## config.mk

```make
export PLATFORM = sky130hd
export DESIGN_NAME = fault_summary_and_power_mode_regs
export DESIGN_NICKNAME = d
export VERILOG_FILES = /design/src/fault_power_pkg.sv /design/src/fault_summary_and_power_mode_regs.sv /design/src/serial_cfg_port.sv
export VERILOG_INCLUDE_DIRS = /design/src /design/src/src
export SDC_FILE = /design/constraint.sdc
export NUM_CORES = 1
export LEC_CHECK = 0
export BUFFER_PORTS_ARGS = -buffer_cell sky130_fd_sc_hd__clkbuf_2
export CORE_MARGIN = 1.5
export CORE_UTILIZATION = 57
export CTS_CLUSTER_SIZE = 10
export DETAILED_ROUTE_END_ITERATION = 8
export PLACE_DENSITY = 0.85
export SLEW_MARGIN = 25
export SYNTH_ARGS = -nofsm -noshare
export SYNTH_HDL_FRONTEND = slang
export SYNTH_SLANG_ARGS = --single-unit
```

## constraint.sdc

```tcl
create_clock -name sys_clk -period 2.4 [get_ports sys_clk]
set_clock_uncertainty 0.05 [all_clocks]
set_input_delay 0.12 -clock sys_clk [delete_from_list [all_inputs] [get_ports sys_clk]]
set_output_delay 0.12 -clock sys_clk [all_outputs]
set_load 0.05 [all_outputs]
```

## src/fault_power_defines.svh

```systemverilog
`ifndef FAULT_POWER_DEFINES_SVH
`define FAULT_POWER_DEFINES_SVH

// Register offsets on the serial configuration port.
`define ADDR_POWER_TUNING_C 15'h029B
`define ADDR_POWER_TUNING_D 15'h029C
`define ADDR_FAULT_SUMMARY 15'h02C0
`define ADDR_FAULT_FLAGS 15'h02C1
`define ADDR_FAULT_MASK 15'h02C2

// Reset values and legal codes.
`define POWER_C_HIGH_PERF 8'h04
`define POWER_C_LOW_POWER 8'h00
`define POWER_D_HIGH_PERF 8'h1B
`define POWER_D_LOW_POWER 8'h14
`define FAULT_FLAGS_RESET 6'h3F
`define FAULT_MASK_RESET 6'h3F

// Fault flag bit positions.
`define FLAG_DIVIDER 0
`define FLAG_REALIGN 2
`define FLAG_LINK 3
`define FLAG_PLL 4
`define FLAG_LANE 5
`define FLAG_BITS 6

// Serial frame layout: read bit, 15 address bits, 8 data bits.
`define FRAME_BITS 5'd24
`define FRAME_ADDR_DONE 5'd16
`define FRAME_READ_BIT 23

`endif

```

## src/fault_power_pkg.sv

```systemverilog
package fault_power_pkg;

   typedef struct packed {
      logic valid;
      logic write;
      logic [14:0] addr;
      logic [7:0] wdata;
   } cfg_req_t;

   typedef enum logic {
      src_other,
      src_fault_summary
   } cal_source_t;

endpackage

```

## src/fault_summary_and_power_mode_regs.sv

```systemverilog
// What this block does
// - Tuning C resets 0x04, accepts 0x00 too.
// - Tuning D resets 0x1B, accepts 0x14 too.
// - Summary bit 0 is any unmasked flag.
// - Per-flag mask removes it from summary.
// - Summary drives the calibration-status pin when selected.
// - Flags reset 0x3F; writing one clears.
// - Flag 5 sets on lane buffer fault while the serial link is enabled.
// - Flag 3 sets on link not up or realign.
// - All flags read one after any reset.
// - Flag 0 sets on divider mismatch.
`timescale 1ns/1ps
`include "fault_power_defines.svh"

module fault_summary_and_power_mode_regs #(
   parameter int LANES = 8
) (
   input wire logic sys_clk,
   input wire logic sys_rst,
   input wire logic soft_rst,
   input wire logic sclk,
   input wire logic cs_n,
   input wire logic sdi,
   output logic sdo,
   output logic sdo_oe_n,
   input wire logic [LANES-1:0] lane_buffer_fault,
   input wire logic serializer_pll_unlock,
   input wire logic serial_link_enable,
   input wire logic data_phase_state,
   input wire logic link_64b66b,
   input wire logic link_realign_event,
   input wire logic sysref_realign_event,
   input wire logic [7:0] divider_ab,
   input wire logic [7:0] divider_cd,
   input wire fault_power_pkg::cal_source_t cal_status_sel,
   input wire logic cal_done,
   output logic cal_status_pin,
   output logic [7:0] power_setting_c,
   output logic [7:0] power_setting_d,
   output logic fault_summary
);
   import fault_power_pkg::*;

   ////////////////////////////////////////////////////////////////////////
   // Serial configuration port.
   cfg_req_t req;
   logic [14:0] rd_addr;
   logic [7:0] rdata;

   serial_cfg_port port_inst (
      .sys_clk(sys_clk),
      .sys_rst(sys_rst),
      .sclk(sclk),
      .cs_n(cs_n),
      .sdi(sdi),
      .req(req),
      .rd_addr(rd_addr),
      .rdata(rdata),
      .sdo(sdo),
      .sdo_oe_n(sdo_oe_n)
   );

   function automatic logic hit(input cfg_req_t r, input logic [14:0] a);
      hit = r.valid && r.write && r.addr == a;
   endfunction

   ////////////////////////////////////////////////////////////////////////
   // Write decode. Reserved power codes are refused and leave the value.
   logic [`FLAG_BITS-1:0] flags;
   logic [`FLAG_BITS-1:0] mask;
   logic [`FLAG_BITS-1:0] set_vec;

   wire any_rst = sys_rst || soft_rst;
   wire wr_c = hit(req, `ADDR_POWER_TUNING_C);
   wire wr_d = hit(req, `ADDR_POWER_TUNING_D);
   wire wr_flags = hit(req, `ADDR_FAULT_FLAGS);
   wire wr_mask = hit(req, `ADDR_FAULT_MASK);
   wire legal_c = req.wdata == `POWER_C_HIGH_PERF ||
                  req.wdata == `POWER_C_LOW_POWER;
   wire legal_d = req.wdata == `POWER_D_HIGH_PERF ||
                  req.wdata == `POWER_D_LOW_POWER;
   wire [`FLAG_BITS-1:0] clr_vec =
      wr_flags ? req.wdata[`FLAG_BITS-1:0] : '0;

   ////////////////////////////////////////////////////////////////////////
   // Fault event sources.
   wire link_not_up = serial_link_enable &&
      (link_64b66b ? link_realign_event : !data_phase_state);

   always_comb begin
      set_vec = '0;
      set_vec[`FLAG_LANE] = serial_link_enable && |lane_buffer_fault;
      set_vec[`FLAG_PLL] = serializer_pll_unlock;
      set_vec[`FLAG_LINK] = link_not_up;
      set_vec[`FLAG_REALIGN] = sysref_realign_event;
      set_vec[`FLAG_DIVIDER] = divider_ab != divider_cd;
   end

   wire [`FLAG_BITS-1:0] next_flags = (flags & ~clr_vec) | set_vec;
   wire [`FLAG_BITS-1:0] next_mask =
      wr_mask ? req.wdata[`FLAG_BITS-1:0] : mask;
   wire next_summary = |(next_flags & ~next_mask);
   wire next_pin =
      cal_status_sel == src_fault_summary ? next_summary : cal_done;

   ////////////////////////////////////////////////////////////////////////
   // Register storage.
   always_ff @(posedge sys_clk) begin
      if (any_rst) begin
         flags <= `FAULT_FLAGS_RESET;
         mask <= `FAULT_MASK_RESET;
         power_setting_c <= `POWER_C_HIGH_PERF;
         power_setting_d <= `POWER_D_HIGH_PERF;
         fault_summary <= 1'b0;
         cal_status_pin <= 1'b0;
      end else begin
         flags <= next_flags;
         mask <= next_mask;
         if (wr_c && legal_c) begin
            power_setting_c <= req.wdata;
         end
         if (wr_d && legal_d) begin
            power_setting_d <= req.wdata;
         end
         fault_summary <= next_summary;
         cal_status_pin <= next_pin;
      end
   end

   ////////////////////////////////////////////////////////////////////////
   // Read multiplexer; unmapped addresses read zero.
   wire [7:0] flags_word = {2'b00, flags};
   wire [7:0] mask_word = {2'b00, mask};
   wire [7:0] summary_word = {7'h00, fault_summary};

   assign rdata =
      rd_addr == `ADDR_POWER_TUNING_C ? power_setting_c :
      rd_addr == `ADDR_POWER_TUNING_D ? power_setting_d :
      rd_addr == `ADDR_FAULT_SUMMARY ? summary_word :
      rd_addr == `ADDR_FAULT_FLAGS ? flags_word :
      rd_addr == `ADDR_FAULT_MASK ? mask_word : 8'h00;
endmodule

```

## src/serial_cfg_port.sv

```systemverilog
`timescale 1ns/1ps
`include "fault_power_defines.svh"

module serial_cfg_port (
   input wire logic sys_clk,
   input wire logic sys_rst,
   input wire logic sclk,
   input wire logic cs_n,
   input wire logic sdi,
   output fault_power_pkg::cfg_req_t req,
   output logic [14:0] rd_addr,
   input wire logic [7:0] rdata,
   output logic sdo,
   output logic sdo_oe_n
);
   import fault_power_pkg::*;

   ////////////////////////////////////////////////////////////////////////
   // Three-stage synchronisers; a change counts when stages two and three
   // agree and differ from the last accepted level.
   logic [2:0] sclk_sync;
   logic [2:0] cs_sync;
   logic [2:0] sdi_sync;
   logic sclk_lvl;
   logic cs_lvl;
   logic sdi_lvl;

   always_ff @(posedge sys_clk) begin
      sclk_sync <= {sclk_sync[1:0], sclk};
      cs_sync <= {cs_sync[1:0], cs_n};
      sdi_sync <= {sdi_sync[1:0], sdi};
   end

   wire sclk_steady = sclk_sync[1] == sclk_sync[2];
   wire cs_steady = cs_sync[1] == cs_sync[2];
   wire sdi_steady = sdi_sync[1] == sdi_sync[2];
   wire sclk_rise = sclk_steady && sclk_sync[2] && !sclk_lvl;
   wire sclk_fall = sclk_steady && !sclk_sync[2] && sclk_lvl;
   wire next_cs_lvl = cs_steady ? cs_sync[2] : cs_lvl;
   wire next_sdi = sdi_steady ? sdi_sync[2] : sdi_lvl;

   always_ff @(posedge sys_clk) begin
      if (sys_rst) begin
         sclk_lvl <= 1'b0;
         cs_lvl <= 1'b1;
         sdi_lvl <= 1'b0;
      end else begin
         if (sclk_steady) begin
            sclk_lvl <= sclk_sync[2];
         end
         cs_lvl <= next_cs_lvl;
         sdi_lvl <= next_sdi;
      end
   end

   ////////////////////////////////////////////////////////////////////////
   // Frame shifter.
   logic [23:0] shift;
   logic [4:0] count;
   logic [7:0] out_shift;
   logic is_read;

   wire active = !next_cs_lvl;
   wire [23:0] next_shift = {shift[22:0], next_sdi};
   wire [4:0] next_count = count + 5'd1;
   wire frame_end = active && sclk_rise && next_count == `FRAME_BITS;
   wire addr_done = active && sclk_rise && next_count == `FRAME_ADDR_DONE;

   // The address is complete only with the bit being taken, so the read
   // word is looked up from the incoming shift value.
   assign rd_addr = next_shift[14:0];

   always_ff @(posedge sys_clk) begin
      if (sys_rst) begin
         shift <= 24'h000000;
         count <= 5'h00;
         out_shift <= 8'h00;
         req <= '0;
         sdo <= 1'b0;
         sdo_oe_n <= 1'b1;
         is_read <= 1'b0;
      end else begin
         req.valid <= 1'b0;
         if (!active) begin
            count <= 5'h00;
            sdo_oe_n <= 1'b1;
         end else if (sclk_rise) begin
            shift <= next_shift;
            count <= next_count;
            if (frame_end) begin
               req.valid <= 1'b1;
               req.write <= !next_shift[`FRAME_READ_BIT];
               req.addr <= next_shift[22:8];
               req.wdata <= next_shift[7:0];
            end
         end else if (sclk_fall && count >= `FRAME_ADDR_DONE && is_read
                      && count < `FRAME_BITS) begin
            sdo <= out_shift[7];
            out_shift <= {out_shift[6:0], 1'b0};
            sdo_oe_n <= 1'b0;
         end
         if (addr_done) begin
            out_shift <= rdata;
            // The read bit sits just above the address once it is in.
            is_read <= next_shift[`FRAME_ADDR_DONE - 1];
         end
      end
   end
endmodule

```

Word level (Yosys, flattened, before mapping)
Index checks and enable logic that the tools add are counted.
{ "totals": {"ff_bits": 106, "output_inout_bits": 20, "in_bits": 38, "elab_cells": 106} }
{ "classes": {"eq_ne": 20, "reduce_logical": 38, "bitwise": 7, "muxes": 16, "addsub": 1, "n_lt_le_gt_ge": 2} }
{ "ops": {"columns": ["operator", "n"], "rows": [
  ["equality test 15 x 10 -> 1 bit (second input constant)", 9],
  ["two-way mux 8 bit", 6],
  ["two-way mux 6 bit", 5],
  ["two-way mux 25 bit", 1],
  ["logical AND 1 bit", 19],
  ["equality test 8 x 5 -> 1 bit (second input constant)", 2],
  ["AND 6 bit", 2],
  ["NOT 6 bit", 2],
  ["equality test 5 bit (second input constant)", 2],
  ["AND reduction 3 bit", 3],
  ["equality test 8 x 3 -> 1 bit (second input constant)", 1],
  ["logical NOT 8 bit", 1],
  ["inequality test 8 bit", 1],
  ["OR reduction 8 bit", 1],
  ["OR 6 bit", 1],
  ["OR reduction 6 bit", 1],
  ["adder 5 x 1 -> 5 bit (second input constant)", 1],
  [">= comparator 5 bit (second input constant)", 1],
  ["logical NOT 1 bit", 5],
  ["< comparator 5 bit (second input constant)", 1],
  ["two-way mux 1 bit", 4],
  ["inequality test 2 bit (second input constant)", 2],
  ["AND reduction 2 bit", 2],
  ["equality test 1 bit", 3],
  ["5 further kinds", 8]
]} }

Logic depth before layout (Yosys ltp)
{ "logic_depth": {"ltp_word": 10, "depth_mapped": 10, "ltp_nobuf": 8} }

By module
Synthesis repeated with hierarchy kept, for this count alone.
{ "hier_totals": {"hier_cells": 527, "hier_area_um2": 4742.0} }
{ "modules_own_cells": {"columns": ["module", "n_inst", "seq_area_each_um2", "area_each_um2", "cells_per_inst"], "rows": [
  ["serial_cfg_port", 1, 1521.5, 3083.0, 338],
  ["fault_summary_and_power_mode_regs", 1, 600.6, 1659.1, 189]
]} }

Worst setup path before layout
Ideal clock, no wire load.
{ "synth_timing": {"path_type": "register to register", "startpoint": "register, netlist name port_inst.req[19]", "endpoint": "register cal_status_pin", "period_less_slack_ps": 1910, "path_stages_with_launch": 8, "setup_ps": 126, "path_slack_ps": 490, "arrival_ps": 1734, "t_required_ps": 2224, "n_path_buf": 1, "cell_sequence": "dfxtp_1 > or4b_4 > nand4b_4 > buf_6 > nor2b_2 > nand3_1 > a41oi_2 > a31oi_1"} }
{ "synth_between": {"elab_chain_len": 9, "elab_cells_between_ends": 13, "cone_classes": "2 x eq/ne; 3 x mux; 5 x bitwise; 3 x reduce/logical"} }
{ "synth_rtl": {"columns": ["element", "line_no", "source"], "rows": [
  ["equality test 15 x 10 -> 1 bit", "fault_summary_and_power_mode_regs.sv:64", "hit = r.valid && r.write && r.addr == a;"],
  ["logical AND 1 bit", "fault_summary_and_power_mode_regs.sv:64", null],
  ["two-way mux 6 bit", "fault_summary_and_power_mode_regs.sv:83", "wr_flags ? req.wdata[`FLAG_BITS-1:0] : '0;"],
  ["NOT 6 bit", "fault_summary_and_power_mode_regs.sv:99", "wire [`FLAG_BITS-1:0] next_flags = (flags & ~clr_vec) | set_vec;"],
  ["AND 6 bit", "fault_summary_and_power_mode_regs.sv:99", null],
  ["OR 6 bit", "fault_summary_and_power_mode_regs.sv:99", null],
  ["AND 6 bit *", "fault_summary_and_power_mode_regs.sv:102", "wire next_summary = |(next_flags & ~next_mask);"],
  ["OR reduction 6 bit *", "fault_summary_and_power_mode_regs.sv:102", null],
  ["two-way mux 1 bit *", "fault_summary_and_power_mode_regs.sv:104", "cal_status_sel == src_fault_summary ? next_summary : cal_done;"],
  ["end signal, assigned", "fault_summary_and_power_mode_regs.sv:126", "cal_status_pin <= next_pin;"],
  ["end, declared", "fault_summary_and_power_mode_regs.sv:37", "output logic cal_status_pin,"]
]} }
Every way passes the cells marked *; elsewhere a longest branch is shown, timed or not.
A chain may end at the register's enable or synchronous reset.

Worst setup path in the final report
{ "layout_timing": {"startpoint": "register port_inst.sdi_sync[1]", "endpoint": "register port_inst.out_shift[2]"} }
{ "layout_between": {"elab_chain_len": 9, "elab_cells_between_ends": 13, "cone_classes": "6 x eq/ne; 7 x mux"} }
{ "layout_rtl": {"columns": ["element", "line_no", "source"], "rows": [
  ["start, declared", "serial_cfg_port.sv:23", "logic [2:0] sdi_sync;"],
  ["start signal, assigned", "serial_cfg_port.sv:31", "sdi_sync <= {sdi_sync[1:0], sdi};"],
  ["equality test 1 bit *", "serial_cfg_port.sv:36", "wire sdi_steady = sdi_sync[1] == sdi_sync[2];"],
  ["two-way mux 1 bit *", "serial_cfg_port.sv:40", "wire next_sdi = sdi_steady ? sdi_sync[2] : sdi_lvl;"],
  ["equality test 15 x 10 -> 1 bit (no source line)", null, null],
  ["two-way mux 6 bit", "fault_summary_and_power_mode_regs.sv:141", "rd_addr == `ADDR_FAULT_MASK ? mask_word : 8'h00;"],
  ["two-way mux 6 bit", "fault_summary_and_power_mode_regs.sv:140", "rd_addr == `ADDR_FAULT_FLAGS ? flags_word :"],
  ["two-way mux 6 bit", "fault_summary_and_power_mode_regs.sv:139", "rd_addr == `ADDR_FAULT_SUMMARY ? summary_word :"],
  ["two-way mux 8 bit", "fault_summary_and_power_mode_regs.sv:138", "rd_addr == `ADDR_POWER_TUNING_D ? power_setting_d :"],
  ["two-way mux 8 bit *", "fault_summary_and_power_mode_regs.sv:137", "rd_addr == `ADDR_POWER_TUNING_C ? power_setting_c :"],
  ["two-way mux 8 bit *", "serial_cfg_port.sv:102", "if (addr_done) begin"],
  ["end signal, assigned", "serial_cfg_port.sv:99", "out_shift <= {out_shift[6:0], 1'b0};"],
  ["end signal, assigned", "serial_cfg_port.sv:103", "out_shift <= rdata;"],
  ["end, declared", "serial_cfg_port.sv:60", "logic [7:0] out_shift;"]
]} }
Marks and branches as above.

==> impl_results.md <==
- Final setup vio count: 0
- Final slew viol count: 0
- Reg-to-reg startpoint: port_inst.sdi_sync[1]
- PortBufs: 57
- Vias per cell: ~5.7
- Crit path DAT: about 2.4 ns
- Ys flop type: dfxtp_1
- Area contributors post-synth: dfxtp_1, nand2_1, a21oi_1
- Worst-skew pair later-pin latency: about 0.36 ns
- Synthesized flop and latch total: 106
- Maximum VDD drop: around 0.0004 V
- Post-layout net count: around 630
- Worst-margin pin slew: 0.6274 ns
- Share of post-route cells with drive strength above 1: 0.1783
- Ys Warns: 0
- Routed vias: between 3000 and 4000
- Most used standard cell by instance count after synthesis: nand2_1
- HP Start: cal_done
- CTS tree: built
- P_leak: approximately 2.0 nW
- Post-Syn Area: roughly 0.0044 sq mm
- Storage element area: 0.002122 sq mm
- CTS Buf Count: 9
- Number of synthesized flops with an enable pin: 0
- Setup Buffers After CTS: 0
- H-tree Lvls: 3
- Synth top area share: 0.4782
- Wire length of the first global-routing pass: approximately 17 mm
- Clock Sinks: approximately 110
- Filler Cells Inserted: 594
- Tmin final: 2.209 ns
- Dpl hpwl: 7.301 mm
- Gr ovfl total: 0
- Antenna-violating nets left: 0
- Clock Path Buffers: 2
- Vias in the first global route: 3725
- Cell count after synthesis: about 520
- Unrepaired setup endpoints after global routing: no
- Num rows: 31
- N_diodes: 0
- Pwr dens: between 500 and 600 mW/mm^2
- Status: finished, final reports clean
- 1st-iter DRT viols: 290
- Starting density of the core: 0.5991
- Die Ht: 91.24 um
- # IOs: 58
- Critical R2R Capture: port_inst.out_shift[2]
- Min-delay worst type: in2reg
- Die W: 91.24 um
- Setup TNS: 0 ns
- Mapped Nets: around 570
- Max cap viols: 0
- Final wirelength: 10.16 mm
- Hold_ws: 0.03644 ns
- Tcrit/Tclk final: 0.9205
- Initial antenna violation count: 0
- CP Launch Type: flop
- Drt pass-1 iters: 5
- CP Max Fanout: 10
- Worst path required time: ~2.6 ns
- CORE AREA: ~0.0074 sq mm
- Global Route Usage Sum: 0.2543
- Cell accounting for the most synthesized area: dfxtp_1
- Synthesized area per cell: between 8 and 9 sq um
- Synth-to-Final Area Change: 14.91%
- Slew HR: 0.5758
- Maximum number of pins on one net before global-route repair: just over 60
- Crit path kind: reg2reg
- Register area share after synthesis: 0.4782
- DRC viols: 0
- Post-synthesis cell type count: 60
- CTS clk-pin slew, worst paths: 0.10 ns
- Max Fclk: about 0.45 GHz
- Reg-to-reg setup timing slack: around 0.19 ns
- Reg2reg path depth: 6
- WHS Endpoint: cal_status_pin
- Post-DR wirelength/cell: between 10 and 15 um
- Fraction of registers with async set or reset after synthesis: 0
- Critical path endpoint category: flop
- Multi-input logic area: roughly 0.0022 sq mm
- GPL Wtd Cong: slightly above 0.9
- Root buf cell: clkbuf_8
- Final Hold Viols: 0
- Min-Delay Path Depth: 3
- Die area: about 0.0083 sq mm
- Most frequent cells after synthesis: nand2_1, dfxtp_1, a21oi_1, nor2_1
-- logic make-up after synthesis --
group | count (synthesis) | share of synthesized area
buffers and inverters | 38 | 0.03580
multiplexers | 9 | 0.02171
flip-flops | 106 | 0.4782
adder cells (fa/ha/maj) | 7 | 0.01889
AO/OA/AOI/OAI | 112 | 0.1584
AND/OR/NAND/NOR | 236 | 0.2574
XOR/XNOR | 15 | 0.02960
-- layout by cell type (no fill, tap or decap), types with 3 or more instances in the layout --
cell type	Yosys	layout
buf_4	0	12
and3_1	4	4
and2_1	7	7
dfxtp_1	106	106
a21oi_1	59	59
nand2_1	125	125
nor2b_1	9	9
ha_1	5	5
clkbuf_8	0	10
o221ai_1	5	5
nand2b_1	4	4
mux2_2	5	5
xnor2_1	3	3
xor2_1	12	12
nor3b_1	3	3
a211oi_1	5	5
a21o_1	5	5
nand4_1	7	7
a221o_1	5	5
dlygate4sd3_1	0	7
nor4_1	5	5
nand3_1	13	13
o21ai_0	16	16
mux2i_1	4	4
nor3_1	6	6
or2_2	3	3
nor2_1	30	29
clkbuf_2	0	57
inv_1	12	12
a22oi_1	3	3
-- timing repair --
| item | 4_1_cts | 5_1_grt |
|---|---|---|
| hold endpoints to repair | 8 | 0 |
| setup endpoints to repair | 0 | 1 |
| hold buffers | 7 | 0 |
| gates resized for setup | 0 | 2 |
-- report_power, final --
part | internal, mW | switching [mW] | total (mW) | leakage, nW
registers | 1.77 | 0.00679 | 1.78 | 0.858
logic | 0.0555 | 0.0733 | 0.129 | 1.01
clock network | 0.518 | 0.583 | 1.10 | 0.104
-- registers in the layout, indices dropped and copies added, names as in the netlist, 3 cells and up --
register / count
port_inst.count: 5
power_setting_c: 8
port_inst.out_shift: 8
port_inst.sdi_sync: 3
port_inst.sclk_sync: 3
flags: 6
port_inst.cs_sync: 3
mask: 6
port_inst.req: 25
port_inst.shift: 23
power_setting_d: 8
-- how the worst max path moves through the flow --
stage / from / end / slack [ns] / cells after the start
after floorplan: port_inst.req[19] / cal_status_pin / 0.49 / 7
after global placement: port_inst.sdi_sync[1] / port_inst.out_shift[0] / 0.26 / 6
after detailed placement: port_inst.sdi_sync[1] / port_inst.out_shift[2] / 0.18 / 6
after CTS: port_inst.sdi_sync[1] / port_inst.out_shift[2] / 0.14 / 6
after global routing: port_inst.req[10] / cal_status_pin / 0.03 / 6
final: port_inst.sdi_sync[1] / port_inst.out_shift[2] / 0.19 / 6
-- metrics by stage --
step	setup WS [ns]	cell area (sq um)	std cells	power (mW)	util
CTS	0.1414	5096	688	3.021	0.6879
floorplan	0.4902	4438	523	1.882	-
global placement	0.2569	4823	665	1.931	0.6511
detailed placement	0.1769	4823	665	1.936	0.6511
finish	0.1909	5100	688	3.006	0.6884
global route	0.02703	5100	688	3.106	0.6884
-- per-layer routing --
layer,track usage,part of all wire,vias up
met1,0.3185,0.44,1841
met4,0.1094,0.027,0
met2,0.4173,0.48,142
met5,0,0,-
met3,0.05946,0.056,26
li1,-,-,1927
-- layout make-up --
class                           instances  share of cell area
Multi-Input combinational cell        379              0.4237
Sequential cell                       106              0.4161
Clock buffer                           11             0.02772
Clock inverter                          5             0.01202
Tap cell                               99             0.02429
Inverter                               12            0.008832
Timing Repair Buffer                   76             0.08734
-- worst max-delay path, cell delays in order (launching register included) --
cell and delay, ns:
dfxtp_1 0.32, maj3_2 0.40, nor4_1 0.45, and4b_2 0.42, a221o_1 0.18, o221ai_1 0.14
a21oi_1 0.18
Note: power is estimated with default switching activity, not from simulation.
